$ cat src/common/mvfs_pkg.sv
/*
  Constants for the monitor value and fan status register bank: register
  offsets, reset values, fault codes and field layouts.
  Assumes the surrounding device supplies a simple byte-wide register access
  port already decoded from the two-wire serial engine.
*/
// Behaviour
// fan error bit per tach channel sets when count exceeds limit; host write clears
// zone 1a/1b/2a/2b and internal temperatures refresh automatically, read-only
// host may write the zone 4 temperature register
// zone 4 temperature may instead follow analog input eight when selected
// absent or faulty remote diode for zone 1 or 2 reads 80h
// filtered zone 1 and 2 registers hold spike-smoothed readings, read-only
// host smoothing control setting adjusts the zone 1 and 2 filter
// nine voltage readings each in own read-only byte register
// nominal voltage input reads C0h, three-quarters of full scale
// fan error register upper four bits read zero, writes ignored
package mvfs_pkg;

  // ----------------------------------------------------------------------
  // register offsets
  // ----------------------------------------------------------------------
  localparam logic [7:0] MVFS_ADDR_Z1B_TEMP = 8'h06;
  localparam logic [7:0] MVFS_ADDR_Z2B_TEMP = 8'h07;
  localparam logic [7:0] MVFS_ADDR_Z1B_FILT = 8'h08;
  localparam logic [7:0] MVFS_ADDR_Z2B_FILT = 8'h09;
  localparam logic [7:0] MVFS_ADDR_FAN_ERR = 8'h4F;
  localparam logic [7:0] MVFS_ADDR_Z1A_TEMP = 8'h50;
  localparam logic [7:0] MVFS_ADDR_Z2A_TEMP = 8'h51;
  localparam logic [7:0] MVFS_ADDR_INT_TEMP = 8'h52;
  localparam logic [7:0] MVFS_ADDR_EXT_TEMP = 8'h53;
  localparam logic [7:0] MVFS_ADDR_Z1A_FILT = 8'h54;
  localparam logic [7:0] MVFS_ADDR_Z2A_FILT = 8'h55;
  localparam logic [7:0] MVFS_ADDR_VOLT1 = 8'h56;
  localparam logic [7:0] MVFS_ADDR_VOLT2 = 8'h57;
  localparam logic [7:0] MVFS_ADDR_VOLT3 = 8'h58;
  localparam logic [7:0] MVFS_ADDR_VOLT4 = 8'h5C;
  localparam logic [7:0] MVFS_ADDR_VOLT5 = 8'h5E;
  localparam logic [7:0] MVFS_ADDR_VOLT6 = 8'h62;
  localparam logic [7:0] MVFS_ADDR_VOLT7 = 8'h63;
  localparam logic [7:0] MVFS_ADDR_VOLT8 = 8'h64;
  localparam logic [7:0] MVFS_ADDR_VOLT9 = 8'h65;
  // smoothing control and zone 4 source select live here
  localparam logic [7:0] MVFS_ADDR_SMOOTH_CTRL = 8'h62 + 8'h5E;

  // ----------------------------------------------------------------------
  // values and fields
  // ----------------------------------------------------------------------
  localparam logic [7:0] MVFS_RESET_BYTE = 8'h00;
  localparam logic [7:0] MVFS_DIODE_FAULT = 8'h80;
  localparam logic [7:0] MVFS_NOMINAL_CODE = 8'hC0;
  localparam logic [3:0] MVFS_FAN_ERR_MASK = 4'hF;
  localparam int MVFS_NUM_TACH = 4;
  localparam int MVFS_NUM_VOLT = 9;
  localparam int MVFS_AIN8_IDX = 7;
  localparam int MVFS_SMOOTH_SHIFT_LSB = 0;
  localparam int MVFS_SMOOTH_SHIFT_MSB = 1;
  localparam int MVFS_SMOOTH_EN_BIT = 2;
  localparam int MVFS_EXT_SRC_BIT = 3;
  localparam logic [7:0] MVFS_SMOOTH_RESET = 8'h00;

endpackage : mvfs_pkg

$ cat src/rtl/mvfs_regs.sv
/*
  Monitor value and fan status register bank: temperature value registers,
  filtered temperatures, voltage readings and sticky fan limit error flags.
  Assumes the serial protocol engine presents single-cycle read and write
  strobes with a byte address, and that measurement front ends deliver
  new samples with a one-cycle valid pulse.
*/
module mvfs_regs #(
  parameter int TACH_W = 16,
  parameter int ADC_W = 10
) (
  input wire logic ref_clk_i,
  input wire logic reset_i,
  // register access port
  input wire logic reg_wr_i,
  input wire logic reg_rd_i,
  input wire logic [7:0] reg_addr_i,
  input wire logic [7:0] reg_wdata_i,
  output logic [7:0] reg_rdata_o,
  output logic reg_rvalid_o,
  // temperature front end: index 0 z1a,1 z2a,2 z1b,3 z2b
  input wire logic temp_valid_i,
  input wire logic [31:0] remote_temp_i,
  input wire logic [3:0] diode_fault_i,
  input wire logic [7:0] internal_temp_i,
  // voltage front end: raw ADC codes, nine channels packed
  input wire logic volt_valid_i,
  input wire logic [mvfs_pkg::MVFS_NUM_VOLT*ADC_W-1:0] volt_raw_i,
  input wire logic [mvfs_pkg::MVFS_NUM_VOLT*ADC_W-1:0] volt_nominal_i,
  // tachometer comparisons
  input wire logic tach_valid_i,
  input wire logic [4*TACH_W-1:0] tach_count_i,
  input wire logic [4*TACH_W-1:0] tach_limit_i,
  // outputs to the fan control loop
  output logic [3:0] fan_error_o,
  output logic [7:0] ext_zone_temp_o
);
  import mvfs_pkg::*;

  // ----------------------------------------------------------------------
  // helpers
  // ----------------------------------------------------------------------
  // scale raw code so that the nominal input lands on three-quarters scale
  function automatic logic [7:0] mvfs_scale(input logic [ADC_W-1:0] raw, input logic [ADC_W-1:0] nom);
    logic [ADC_W+8:0] prod;
    logic [ADC_W+8:0] quot;
    prod = {9'h000, raw} * {{(ADC_W+1){1'b0}}, MVFS_NOMINAL_CODE};
    quot = (nom == '0) ? '0 : prod / {9'h000, nom};
    mvfs_scale = (quot > {{(ADC_W+1){1'b0}}, 8'hFF}) ? 8'hFF : quot[7:0];
  endfunction : mvfs_scale

  // spike smoothing: step toward the new sample by 1/2^shift
  function automatic logic [7:0] mvfs_smooth(input logic [7:0] old, input logic [7:0] smp,
                                            input logic [1:0] shift, input logic en);
    logic signed [8:0] diff;
    logic signed [8:0] step;
    diff = $signed({1'b0, smp}) - $signed({1'b0, old});
    step = diff >>> shift;
    if (!en) begin
      mvfs_smooth = smp;
    end else if (step == 9'sh000 && diff != 9'sh000) begin
      mvfs_smooth = (diff > 9'sh000) ? old + 8'h01 : old - 8'h01; // avoid sticking one count short
    end else begin
      mvfs_smooth = 8'(old + step[7:0]);
    end
  endfunction : mvfs_smooth

  // ----------------------------------------------------------------------
  // state
  // ----------------------------------------------------------------------
  logic [7:0] temp_q [4];
  logic [7:0] filt_q [4];
  logic [7:0] int_temp_q;
  logic [7:0] ext_temp_q;
  logic [7:0] volt_q [MVFS_NUM_VOLT];
  logic [3:0] fan_err_q;
  logic [7:0] smooth_ctrl_q;
  logic [7:0] rdata_d;
  logic [3:0] tach_over;
  logic [7:0] remote_now [4];

  // remote diode samples with fault substitution
  always_comb begin
    for (int i = 0; i < 4; i++) begin
      remote_now[i] = diode_fault_i[i] ? MVFS_DIODE_FAULT : remote_temp_i[i*8 +: 8];
    end
  end

  // automatic temperature refresh; host cannot write these
  always_ff @(posedge ref_clk_i or posedge reset_i) begin
    if (reset_i) begin
      for (int i = 0; i < 4; i++) begin
        temp_q[i] <= MVFS_RESET_BYTE;
      end
      int_temp_q <= MVFS_RESET_BYTE;
    end else if (temp_valid_i) begin
      for (int i = 0; i < 4; i++) begin
        temp_q[i] <= remote_now[i];
      end
      int_temp_q <= internal_temp_i;
    end
  end

  // refresh checks: values move only on a sample and a dead diode shows the fault code;
  // zones 2a and 1b are both watched, each for the fault code in its own reading and filtered copy
  chk_temp_ro: assert property (@(posedge ref_clk_i) disable iff (reset_i)
    !temp_valid_i
    |=> $stable(temp_q[0]) && $stable(int_temp_q))
    else $error("temperature changed without sample");
  chk_temp_sample: assert property (@(posedge ref_clk_i) disable iff (reset_i)
    temp_valid_i && !diode_fault_i[0]
    |=> temp_q[0] == $past(remote_temp_i[7:0]))
    else $error("zone 1a temperature not refreshed");
  chk_int_sample: assert property (@(posedge ref_clk_i) disable iff (reset_i)
    temp_valid_i
    |=> int_temp_q == $past(internal_temp_i))
    else $error("internal temperature not refreshed");
  chk_diode_fault: assert property (@(posedge ref_clk_i) disable iff (reset_i)
    temp_valid_i && diode_fault_i[2]
    |=> temp_q[2] == MVFS_DIODE_FAULT && filt_q[2] == MVFS_DIODE_FAULT)
    else $error("diode fault code missing");
  chk_diode_fault_z2a: assert property (@(posedge ref_clk_i) disable iff (reset_i)
    temp_valid_i && diode_fault_i[1]
    |=> temp_q[1] == MVFS_DIODE_FAULT && filt_q[1] == MVFS_DIODE_FAULT)
    else $error("zone 2a diode fault code missing");

  // filtered copies; a faulted diode passes the fault code straight through
  always_ff @(posedge ref_clk_i or posedge reset_i) begin
    if (reset_i) begin
      for (int i = 0; i < 4; i++) begin
        filt_q[i] <= MVFS_RESET_BYTE;
      end
    end else if (temp_valid_i) begin
      for (int i = 0; i < 4; i++) begin
        filt_q[i] <= diode_fault_i[i] ? MVFS_DIODE_FAULT :
          mvfs_smooth(filt_q[i], remote_now[i], smooth_ctrl_q[MVFS_SMOOTH_SHIFT_MSB:MVFS_SMOOTH_SHIFT_LSB],
                      smooth_ctrl_q[MVFS_SMOOTH_EN_BIT]);
      end
    end
  end

  // filter checks: hold between samples, bypass when disabled, never overshoot the sample
  chk_filt_ro: assert property (@(posedge ref_clk_i) disable iff (reset_i)
    !temp_valid_i
    |=> $stable(filt_q[1]))
    else $error("filtered value changed without sample");
  chk_filt_bypass: assert property (@(posedge ref_clk_i) disable iff (reset_i)
    temp_valid_i && !smooth_ctrl_q[MVFS_SMOOTH_EN_BIT] && !diode_fault_i[0]
    |=> filt_q[0] == $past(remote_temp_i[7:0]))
    else $error("unsmoothed filter does not follow sample");
  chk_filt_toward: assert property (@(posedge ref_clk_i) disable iff (reset_i)
    temp_valid_i && smooth_ctrl_q[MVFS_SMOOTH_EN_BIT] && !diode_fault_i[0] && remote_temp_i[7:0] > filt_q[0]
    |=> filt_q[0] > $past(filt_q[0]) && filt_q[0] <= $past(remote_temp_i[7:0]))
    else $error("smoothed value not stepping toward sample");

  // smoothing control, also selects zone 4 source
  always_ff @(posedge ref_clk_i or posedge reset_i) begin
    if (reset_i) begin
      smooth_ctrl_q <= MVFS_SMOOTH_RESET;
    end else if (reg_wr_i && reg_addr_i == MVFS_ADDR_SMOOTH_CTRL) begin
      smooth_ctrl_q <= reg_wdata_i;
    end
  end

  // control register takes the host byte
  chk_ctrl_write: assert property (@(posedge ref_clk_i) disable iff (reset_i)
    reg_wr_i && reg_addr_i == MVFS_ADDR_SMOOTH_CTRL
    |=> smooth_ctrl_q == $past(reg_wdata_i))
    else $error("smoothing control write lost");

  // zone 4: host write, or analog input eight when selected
  always_ff @(posedge ref_clk_i or posedge reset_i) begin
    if (reset_i) begin
      ext_temp_q <= MVFS_RESET_BYTE;
    end else if (smooth_ctrl_q[MVFS_EXT_SRC_BIT]) begin
      if (volt_valid_i) begin
        ext_temp_q <= mvfs_scale(volt_raw_i[MVFS_AIN8_IDX*ADC_W +: ADC_W],
                                 volt_nominal_i[MVFS_AIN8_IDX*ADC_W +: ADC_W]);
      end
    end else if (reg_wr_i && reg_addr_i == MVFS_ADDR_EXT_TEMP) begin
      ext_temp_q <= reg_wdata_i;
    end
  end

  // zone 4 checks: the selected source alone may change it
  chk_ext_write: assert property (@(posedge ref_clk_i) disable iff (reset_i)
    reg_wr_i && reg_addr_i == MVFS_ADDR_EXT_TEMP && !smooth_ctrl_q[MVFS_EXT_SRC_BIT]
    |=> ext_temp_q == $past(reg_wdata_i))
    else $error("zone 4 write lost");
  chk_ext_hold: assert property (@(posedge ref_clk_i) disable iff (reset_i)
    !smooth_ctrl_q[MVFS_EXT_SRC_BIT] && !(reg_wr_i && reg_addr_i == MVFS_ADDR_EXT_TEMP)
    |=> $stable(ext_temp_q))
    else $error("zone 4 changed without host write");
  chk_ext_analog: assert property (@(posedge ref_clk_i) disable iff (reset_i)
    smooth_ctrl_q[MVFS_EXT_SRC_BIT] && !volt_valid_i
    |=> $stable(ext_temp_q))
    else $error("zone 4 changed without analog sample");
  chk_ext_nominal: assert property (@(posedge ref_clk_i) disable iff (reset_i)
    smooth_ctrl_q[MVFS_EXT_SRC_BIT] && volt_valid_i && volt_nominal_i[MVFS_AIN8_IDX*ADC_W +: ADC_W] != '0 &&
    volt_raw_i[MVFS_AIN8_IDX*ADC_W +: ADC_W] == volt_nominal_i[MVFS_AIN8_IDX*ADC_W +: ADC_W]
    |=> ext_temp_q == MVFS_NOMINAL_CODE)
    else $error("zone 4 from analog input not scaled");

  // voltage readings, scaled so nominal reads three-quarter scale
  always_ff @(posedge ref_clk_i or posedge reset_i) begin
    if (reset_i) begin
      for (int i = 0; i < MVFS_NUM_VOLT; i++) begin
        volt_q[i] <= MVFS_RESET_BYTE;
      end
    end else if (volt_valid_i) begin
      for (int i = 0; i < MVFS_NUM_VOLT; i++) begin
        volt_q[i] <= mvfs_scale(volt_raw_i[i*ADC_W +: ADC_W], volt_nominal_i[i*ADC_W +: ADC_W]);
      end
    end
  end

  // voltage checks: nominal lands on C0h at both ends of the bank, readings hold between samples
  chk_nominal_code: assert property (@(posedge ref_clk_i) disable iff (reset_i)
    volt_valid_i && volt_raw_i[ADC_W-1:0] == volt_nominal_i[ADC_W-1:0] && volt_nominal_i[ADC_W-1:0] != '0
    |=> volt_q[0] == MVFS_NOMINAL_CODE)
    else $error("nominal voltage not C0");
  chk_nominal_last: assert property (@(posedge ref_clk_i) disable iff (reset_i)
    volt_valid_i && volt_nominal_i[(MVFS_NUM_VOLT-1)*ADC_W +: ADC_W] != '0 &&
    volt_raw_i[(MVFS_NUM_VOLT-1)*ADC_W +: ADC_W] == volt_nominal_i[(MVFS_NUM_VOLT-1)*ADC_W +: ADC_W]
    |=> volt_q[MVFS_NUM_VOLT-1] == MVFS_NOMINAL_CODE)
    else $error("last channel nominal voltage not C0");
  chk_volt_hold: assert property (@(posedge ref_clk_i) disable iff (reset_i)
    !volt_valid_i
    |=> $stable(volt_q[MVFS_NUM_VOLT-1]))
    else $error("voltage reading changed without sample");

  // tach comparison
  always_comb begin
    for (int i = 0; i < MVFS_NUM_TACH; i++) begin
      tach_over[i] = tach_valid_i && (tach_count_i[i*TACH_W +: TACH_W] > tach_limit_i[i*TACH_W +: TACH_W]);
    end
  end

  // sticky fan errors; write one clears, a new event in the same cycle wins
  always_ff @(posedge ref_clk_i or posedge reset_i) begin
    if (reset_i) begin
      fan_err_q <= MVFS_RESET_BYTE[3:0];
    end else begin
      fan_err_q <= (fan_err_q & ~((reg_wr_i && reg_addr_i == MVFS_ADDR_FAN_ERR) ?
                    (reg_wdata_i[3:0] & MVFS_FAN_ERR_MASK) : 4'h0)) | tach_over;
    end
  end

  // sticky flags: set on an over-limit count, held until the host clears them;
  // a clear racing a fresh event must lose, or a stalled fan could go unreported
  chk_fan_err_set: assert property (@(posedge ref_clk_i) disable iff (reset_i)
    tach_over[0]
    |=> fan_err_q[0])
    else $error("fan error 0 not set");
  chk_fan_err_sticky: assert property (@(posedge ref_clk_i) disable iff (reset_i)
    fan_err_q[2] && !(reg_wr_i && reg_addr_i == MVFS_ADDR_FAN_ERR)
    |=> fan_err_q[2])
    else $error("fan error dropped without clear");
  chk_fan_err_clear: assert property (@(posedge ref_clk_i) disable iff (reset_i)
    reg_wr_i && reg_addr_i == MVFS_ADDR_FAN_ERR && reg_wdata_i[0] && !tach_over[0]
    |=> !fan_err_q[0])
    else $error("fan error 0 not cleared");
  chk_fan_set_wins: assert property (@(posedge ref_clk_i) disable iff (reset_i)
    tach_over[3] && reg_wr_i && reg_addr_i == MVFS_ADDR_FAN_ERR && reg_wdata_i[3]
    |=> fan_err_q[3])
    else $error("clear won over new fan event");
  chk_fan_err_no_spur: assert property (@(posedge ref_clk_i) disable iff (reset_i)
    !fan_err_q[2] && !tach_over[2]
    |=> !fan_err_q[2])
    else $error("fan error 2 set without event");

  // ----------------------------------------------------------------------
  // read mux
  // ----------------------------------------------------------------------
  always_comb begin
    case (reg_addr_i)
      MVFS_ADDR_Z1A_TEMP: rdata_d = temp_q[0];
      MVFS_ADDR_Z2A_TEMP: rdata_d = temp_q[1];
      MVFS_ADDR_Z1B_TEMP: rdata_d = temp_q[2];
      MVFS_ADDR_Z2B_TEMP: rdata_d = temp_q[3];
      MVFS_ADDR_INT_TEMP: rdata_d = int_temp_q;
      MVFS_ADDR_EXT_TEMP: rdata_d = ext_temp_q;
      MVFS_ADDR_Z1A_FILT: rdata_d = filt_q[0];
      MVFS_ADDR_Z2A_FILT: rdata_d = filt_q[1];
      MVFS_ADDR_Z1B_FILT: rdata_d = filt_q[2];
      MVFS_ADDR_Z2B_FILT: rdata_d = filt_q[3];
      MVFS_ADDR_VOLT1: rdata_d = volt_q[0];
      MVFS_ADDR_VOLT2: rdata_d = volt_q[1];
      MVFS_ADDR_VOLT3: rdata_d = volt_q[2];
      MVFS_ADDR_VOLT4: rdata_d = volt_q[3];
      MVFS_ADDR_VOLT5: rdata_d = volt_q[4];
      MVFS_ADDR_VOLT6: rdata_d = volt_q[5];
      MVFS_ADDR_VOLT7: rdata_d = volt_q[6];
      MVFS_ADDR_VOLT8: rdata_d = volt_q[7];
      MVFS_ADDR_VOLT9: rdata_d = volt_q[8];
      MVFS_ADDR_FAN_ERR: rdata_d = {4'h0, fan_err_q};
      MVFS_ADDR_SMOOTH_CTRL: rdata_d = smooth_ctrl_q;
      default: rdata_d = MVFS_RESET_BYTE;
    endcase
  end

  // registered read answer, one cycle after the strobe
  always_ff @(posedge ref_clk_i or posedge reset_i) begin
    if (reset_i) begin
      reg_rdata_o <= MVFS_RESET_BYTE;
      reg_rvalid_o <= 1'b0;
    end else begin
      reg_rvalid_o <= reg_rd_i;
      if (reg_rd_i) begin
        reg_rdata_o <= rdata_d;
      end
    end
  end

  // read answer checks for the status and zone 4 registers
  chk_fan_reserved: assert property (@(posedge ref_clk_i) disable iff (reset_i)
    reg_rd_i && reg_addr_i == MVFS_ADDR_FAN_ERR
    |=> reg_rvalid_o && reg_rdata_o[7:4] == 4'h0)
    else $error("fan error reserved bits nonzero");
  chk_fan_read_flags: assert property (@(posedge ref_clk_i) disable iff (reset_i)
    reg_rd_i && reg_addr_i == MVFS_ADDR_FAN_ERR
    |=> reg_rdata_o[3:0] == $past(fan_err_q))
    else $error("fan error flags misread");
  chk_ext_readback: assert property (@(posedge ref_clk_i) disable iff (reset_i)
    reg_rd_i && reg_addr_i == MVFS_ADDR_EXT_TEMP
    |=> reg_rdata_o == $past(ext_temp_q))
    else $error("zone 4 misread");

  // outputs toward fan control, registered copies
  always_ff @(posedge ref_clk_i or posedge reset_i) begin
    if (reset_i) begin
      fan_error_o <= MVFS_RESET_BYTE[3:0];
      ext_zone_temp_o <= MVFS_RESET_BYTE;
    end else begin
      fan_error_o <= fan_err_q;
      ext_zone_temp_o <= ext_temp_q;
    end
  end

  // the copies toward fan control trail their registers by exactly one cycle
  chk_fan_out_copy: assert property (@(posedge ref_clk_i) disable iff (reset_i)
    1'b1
    |=> fan_error_o == $past(fan_err_q))
    else $error("fan error output not a copy");
  chk_ext_out_copy: assert property (@(posedge ref_clk_i) disable iff (reset_i)
    1'b1
    |=> ext_zone_temp_o == $past(ext_temp_q))
    else $error("zone 4 output not a copy");

endmodule : mvfs_regs

$ cat config.mk
export PLATFORM = sky130hd
export DESIGN_NAME = mvfs_regs
export DESIGN_NICKNAME = d
export VERILOG_FILES = /design/src/common/mvfs_pkg.sv /design/src/rtl/mvfs_regs.sv
export SDC_FILE = /design/constraint.sdc
export NUM_CORES = 2
export LEC_CHECK = 0
export BUFFER_PORTS_ARGS = -buffer_cell sky130_fd_sc_hd__buf_2
export CAP_MARGIN = 20
export CORE_MARGIN = 3
export CORE_UTILIZATION = 60
export DETAILED_ROUTE_END_ITERATION = 8
export PLACE_DENSITY = 0.77
export SETUP_SLACK_MARGIN = 0.4
export SYNTH_ARGS = -nofsm -noshare
export SYNTH_HDL_FRONTEND = slang
export SYNTH_SLANG_ARGS = --single-unit
$ cat constraint.sdc
create_clock -name ref_clk_i -period 6.3 [get_ports ref_clk_i]
set_input_delay 0.63 -clock ref_clk_i [delete_from_list [all_inputs] [get_ports ref_clk_i]]
set_output_delay 0.63 -clock ref_clk_i [all_outputs]
set_load 0.03 [all_outputs]
==> results of run 1 <==
-- cell usage after synthesis (102+ instances only) --
library cell,number,share of area [%]
o21ai_0,865,4.1
and3_1,114,0.68
xor2_1,363,3.0
o21bai_1,102,0.73
or3_1,162,0.97
nor3_1,531,2.5
mux2_2,429,4.6
o21a_1,487,3.5
xnor2_1,649,5.4
a21o_1,711,5.1
a211oi_1,119,0.85
ha_1,1505,18
dfrtp_1,185,4.4
nand2_1,1180,4.2
a31oi_1,152,0.91
nor2_1,1324,4.7
nand2b_1,380,2.3
nand3_1,351,1.7
clkbuf_1,223,0.80
inv_1,599,2.1
o31ai_1,256,1.8
nand4_1,206,1.2
o211ai_1,110,0.79
mux2i_1,222,2.1
a21oi_1,1067,5.1
nor2b_1,223,1.3
and2_1,185,1.1
-- cells by family after synthesis --
family                   synth area share, %
other                                0.00357
adder cells (fa/ha/maj)                 18.5
AND/OR/NAND/NOR                         25.4
XOR/XNOR                                8.87
multiplexers                            7.36
AO/OA/AOI/OAI                           31.8
flip-flops                              4.41
buffers and inverters                   3.60
-- through the flow --
step	setup WS, ns	utilization [%]	std cells
floorplan	-35.73	-	14559
global placement	-34.27	90.4	22642
detailed placement	-37.59	90.4	22642
==> metrics.csv, run 1 <==
metric,value,unit
syn_inst,14557,
post_cts_resized,1006,
clockBufferDepth,2,
row_count,152,
status,did not finish,
post_cts.repair.setup_buffers,1308,
die_w,424,µm
io_pins,396,
placed_cell_area,156000,µm²
chipHeight,424,µm
ys_seq_area_share,4.41,%
initial_core_util,60.8,%
finalWeightedCongestion,1.19,
ys_ff_latch,185,
syn_area,105000,µm²
cts_hold_buf,0,
yosys_warnings,0,
hpwlAfterDp,411000,µm
clock_sink_count,185,
ys_async_sr_fraction,100,%
avgSynthCellArea,7.21,µm²
stop_error,[ERROR DPL-0033] detailed placement checks failed during check placement.,
synthFlopType,dfrtp_1,
htreeDepth,4,
synth_edf_count,0,
portBuffers,395,
lastStage,clock tree synthesis,
yosys.cell_types.count,170,
cts_buffers,17,
cts_root_buffer,clkbuf_16,
==> inputs of run 2 (changes only) <==
--- a/config.mk
+++ b/config.mk
@@ -8,10 +8,9 @@
 export BUFFER_PORTS_ARGS = -buffer_cell sky130_fd_sc_hd__buf_2
 export CAP_MARGIN = 20
 export CORE_MARGIN = 3
-export CORE_UTILIZATION = 60
+export CORE_UTILIZATION = 40
 export DETAILED_ROUTE_END_ITERATION = 8
-export PLACE_DENSITY = 0.77
-export SETUP_SLACK_MARGIN = 0.4
+export PLACE_DENSITY_LB_ADDON = 0.15
 export SYNTH_ARGS = -nofsm -noshare
 export SYNTH_HDL_FRONTEND = slang
 export SYNTH_SLANG_ARGS = --single-unit
==> run 2 against run 1 <==
  * The flow now finishes, with violations (setup timing)
  * Synthesized cell count unchanged
  * Synthesized area unchanged
==> metrics.csv, run 2 <==
metric,value,unit,change
ys_ff_latch,185,,unchanged
rsz0062_at_grt,true,,
cts_buffers,17,,unchanged
setup_viol,80,,
crit_fanout,6,,
grt_pass1_wl,686000,µm,
syn_area,105000,µm²,unchanged
vias_per_cell,5.44,,
critical_path_required,6.67,ns,
status,"complete, but fails checks",,
die_w,518,µm,+22%
top_register,volt_q,,
cts_hold_buf,0,,unchanged
reg2reg_depth,23,,
ys_seq_area_share,4.41,%,unchanged
max_slew_margin,25.1,%,
setup_ws,-34.40,ns,
synth_top_area_share,17.9,%,unchanged
core,260000,µm²,
fin_crit_sh,646,%,
finish.utilization,68.1,%,
die_area,269000,µm²,
tightest_slew,1.11,ns,
insertion_delay,0.50,ns,
chipHeight,518,µm,+22%
synthMostInstantiatedCell,ha_1,,
fmax,24.6,MHz,
clock_sink_count,185,,unchanged
drc,0,,
cp_common_cell,a21o_1,,
place_inst,24230,,+7.0%
htreeDepth,4,,unchanged
nNetsFinal,23988,,
portBuffers,395,,unchanged
row_count,187,,+23%
fin_skew,0.0211,ns,
initial_core_util,40.3,%,-20 points
endpoint_kind,register,,
wl_per_cell,17.0,µm,
cts_tree,yes,,
min_period,40.70,ns,
grt_max_degree,84,,
syn_inst,14557,,unchanged
grt_pass1_vias,135565,,
grt_overflow,0,,
hold_path.class,in2async,,
cp_slowest_cell,or3_4,,
maxCapViolations,0,,
totalWireLength,436000,µm,
syn2layout_area_growth,68.9,%,
antenna_left,0,,
avgSynthCellArea,7.21,µm²,unchanged
critPathArrivalTime,41.07,ns,
ys_async_sr_fraction,100,%,unchanged
firstDrtPassIters,6,,
cts_root_buffer,clkbuf_16,,
antenna_found_initial,65,,
final_common_cell,buf_4,,
clk_pin_slew,0.08,ns,
grt_use_total,30.2,%,
violations,setup timing,,
io_pins,396,,unchanged
yosysTopAreaCell,ha_1,,
top_regs,"volt_q: 72 flops, filt_q: 32 flops, temp_q: 32 flops",,
drv_slew,0,,
crit_type,in2reg,,
largest_reg_flops,72,,
synth_edf_count,0,,unchanged
clockBufferDepth,2,,unchanged
reg2reg_slack,0.86,ns,
hpwlAfterDp,342000,µm,-17%
mostFrequentLayoutCells,"buf_4, ha_1, nor2_1",,
reg2reg_from,filt_q[1],,
drive_above_1_share,46.3,%,
instances_no_fill,25638,,
finalHoldViolations,0,,
fin_tns_setup,-1962.84,ns,
yosys_warnings,0,,unchanged
startpoint_type,input pin,,
yosys.cell_types.count,170,,unchanged
num_vias,139458,,
finalWeightedCongestion,0.979,,-17%
synthTopCellsByArea,"ha_1, xnor2_1, a21oi_1",,
synthFlopType,dfrtp_1,,
max_stage_delay,0.45,ns,
r2r-end,filt_q[7],,
drtIter0Drc,8201,,
synth_common_cells,"ha_1, nor2_1, nand2_1",,
==> run 2: cell counts after synthesis <==
Identical to the previous run, type by type.
==> run 2: final cells by class <==
type	instances	area, µm²
clock buffer	17	425
clock inverter	15	219
multi-input combinational	13421	106000
inverter	606	2290
antenna	47	118
timing repair buffer	7851	59000
tap	3496	4370
sequential	185	4630
fill	22008	83100
==> run 2: worst max-delay path: cells and delay by family <==
kind,cells,cell delay [ns]
AOI/OAI and AO/OA,116,19.51
xor gates and xnor gates,2,0.38
adders and majority gates,20,5.19
buffers and inverters,34,4.28
muxes,9,2.52
and+or+nand+nor,67,8.52
==> run 2: what timing repair did <==
action	CTS	global route
setup buffers	990	340
cloned	4	2
gates resized for setup	617	656
setup endpoints to repair	80	80
pin swaps	947	876
==> run 2: cells by family after synthesis <==
family / count (synthesis) / share of synthesized area [%]
muxes: 694 / 7.36
adders and majority gates: 1537 / 18.5
other: 1 / 0.00357
xor gates and xnor gates: 1037 / 8.87
AOI/OAI and AO/OA: 4904 / 31.8
buffers and inverters: 956 / 3.60
and+or+nand+nor: 5243 / 25.4
DFF: 185 / 4.41
==> run 2: worst max path at each step <==
stage            endpoint            from  cells past startpoint
3_5_place_dp   volt_q[24]  volt_raw_i[51]                    235
6_report       volt_q[24]  volt_raw_i[51]                    248
3_3_place_gp   volt_q[24]  volt_raw_i[51]                    238
4_1_cts        volt_q[24]  volt_raw_i[51]                    243
5_1_grt        volt_q[24]  volt_raw_i[51]                    243
2_1_floorplan  volt_q[24]  volt_raw_i[50]                    255
==> run 2: layer usage <==
metal | global-route usage (%) | vias up | share of wire, % | wire, µm
li1 | - | 70006 | - | -
met1 | 38.6 | 65403 | 44 | 192000
met2 | 52.2 | 3229 | 47 | 206000
met3 | 1.94 | 814 | 4.1 | 17900
met4 | 13.2 | 6 | 4.6 | 20300
met5 | 0 | - | 0.0094 | 41
==> run 2: per-stage QoR <==
step / instance area, µm² / worst slack, ns / hold slack, ns
after floorplan: 111000 / -35.73 / 0.373
after global placement: 161000 / -34.60 / 0.393
after detailed placement: 161000 / -35.72 / 0.397
after CTS: 172000 / -33.48 / 0.293
after global routing: 177000 / -36.61 / 0.312
final: 177000 / -34.40 / 0.277
Power of run 2 is not shown: default switching activity piles up to over one toggle a cycle in this logic, so the estimate is an artifact.
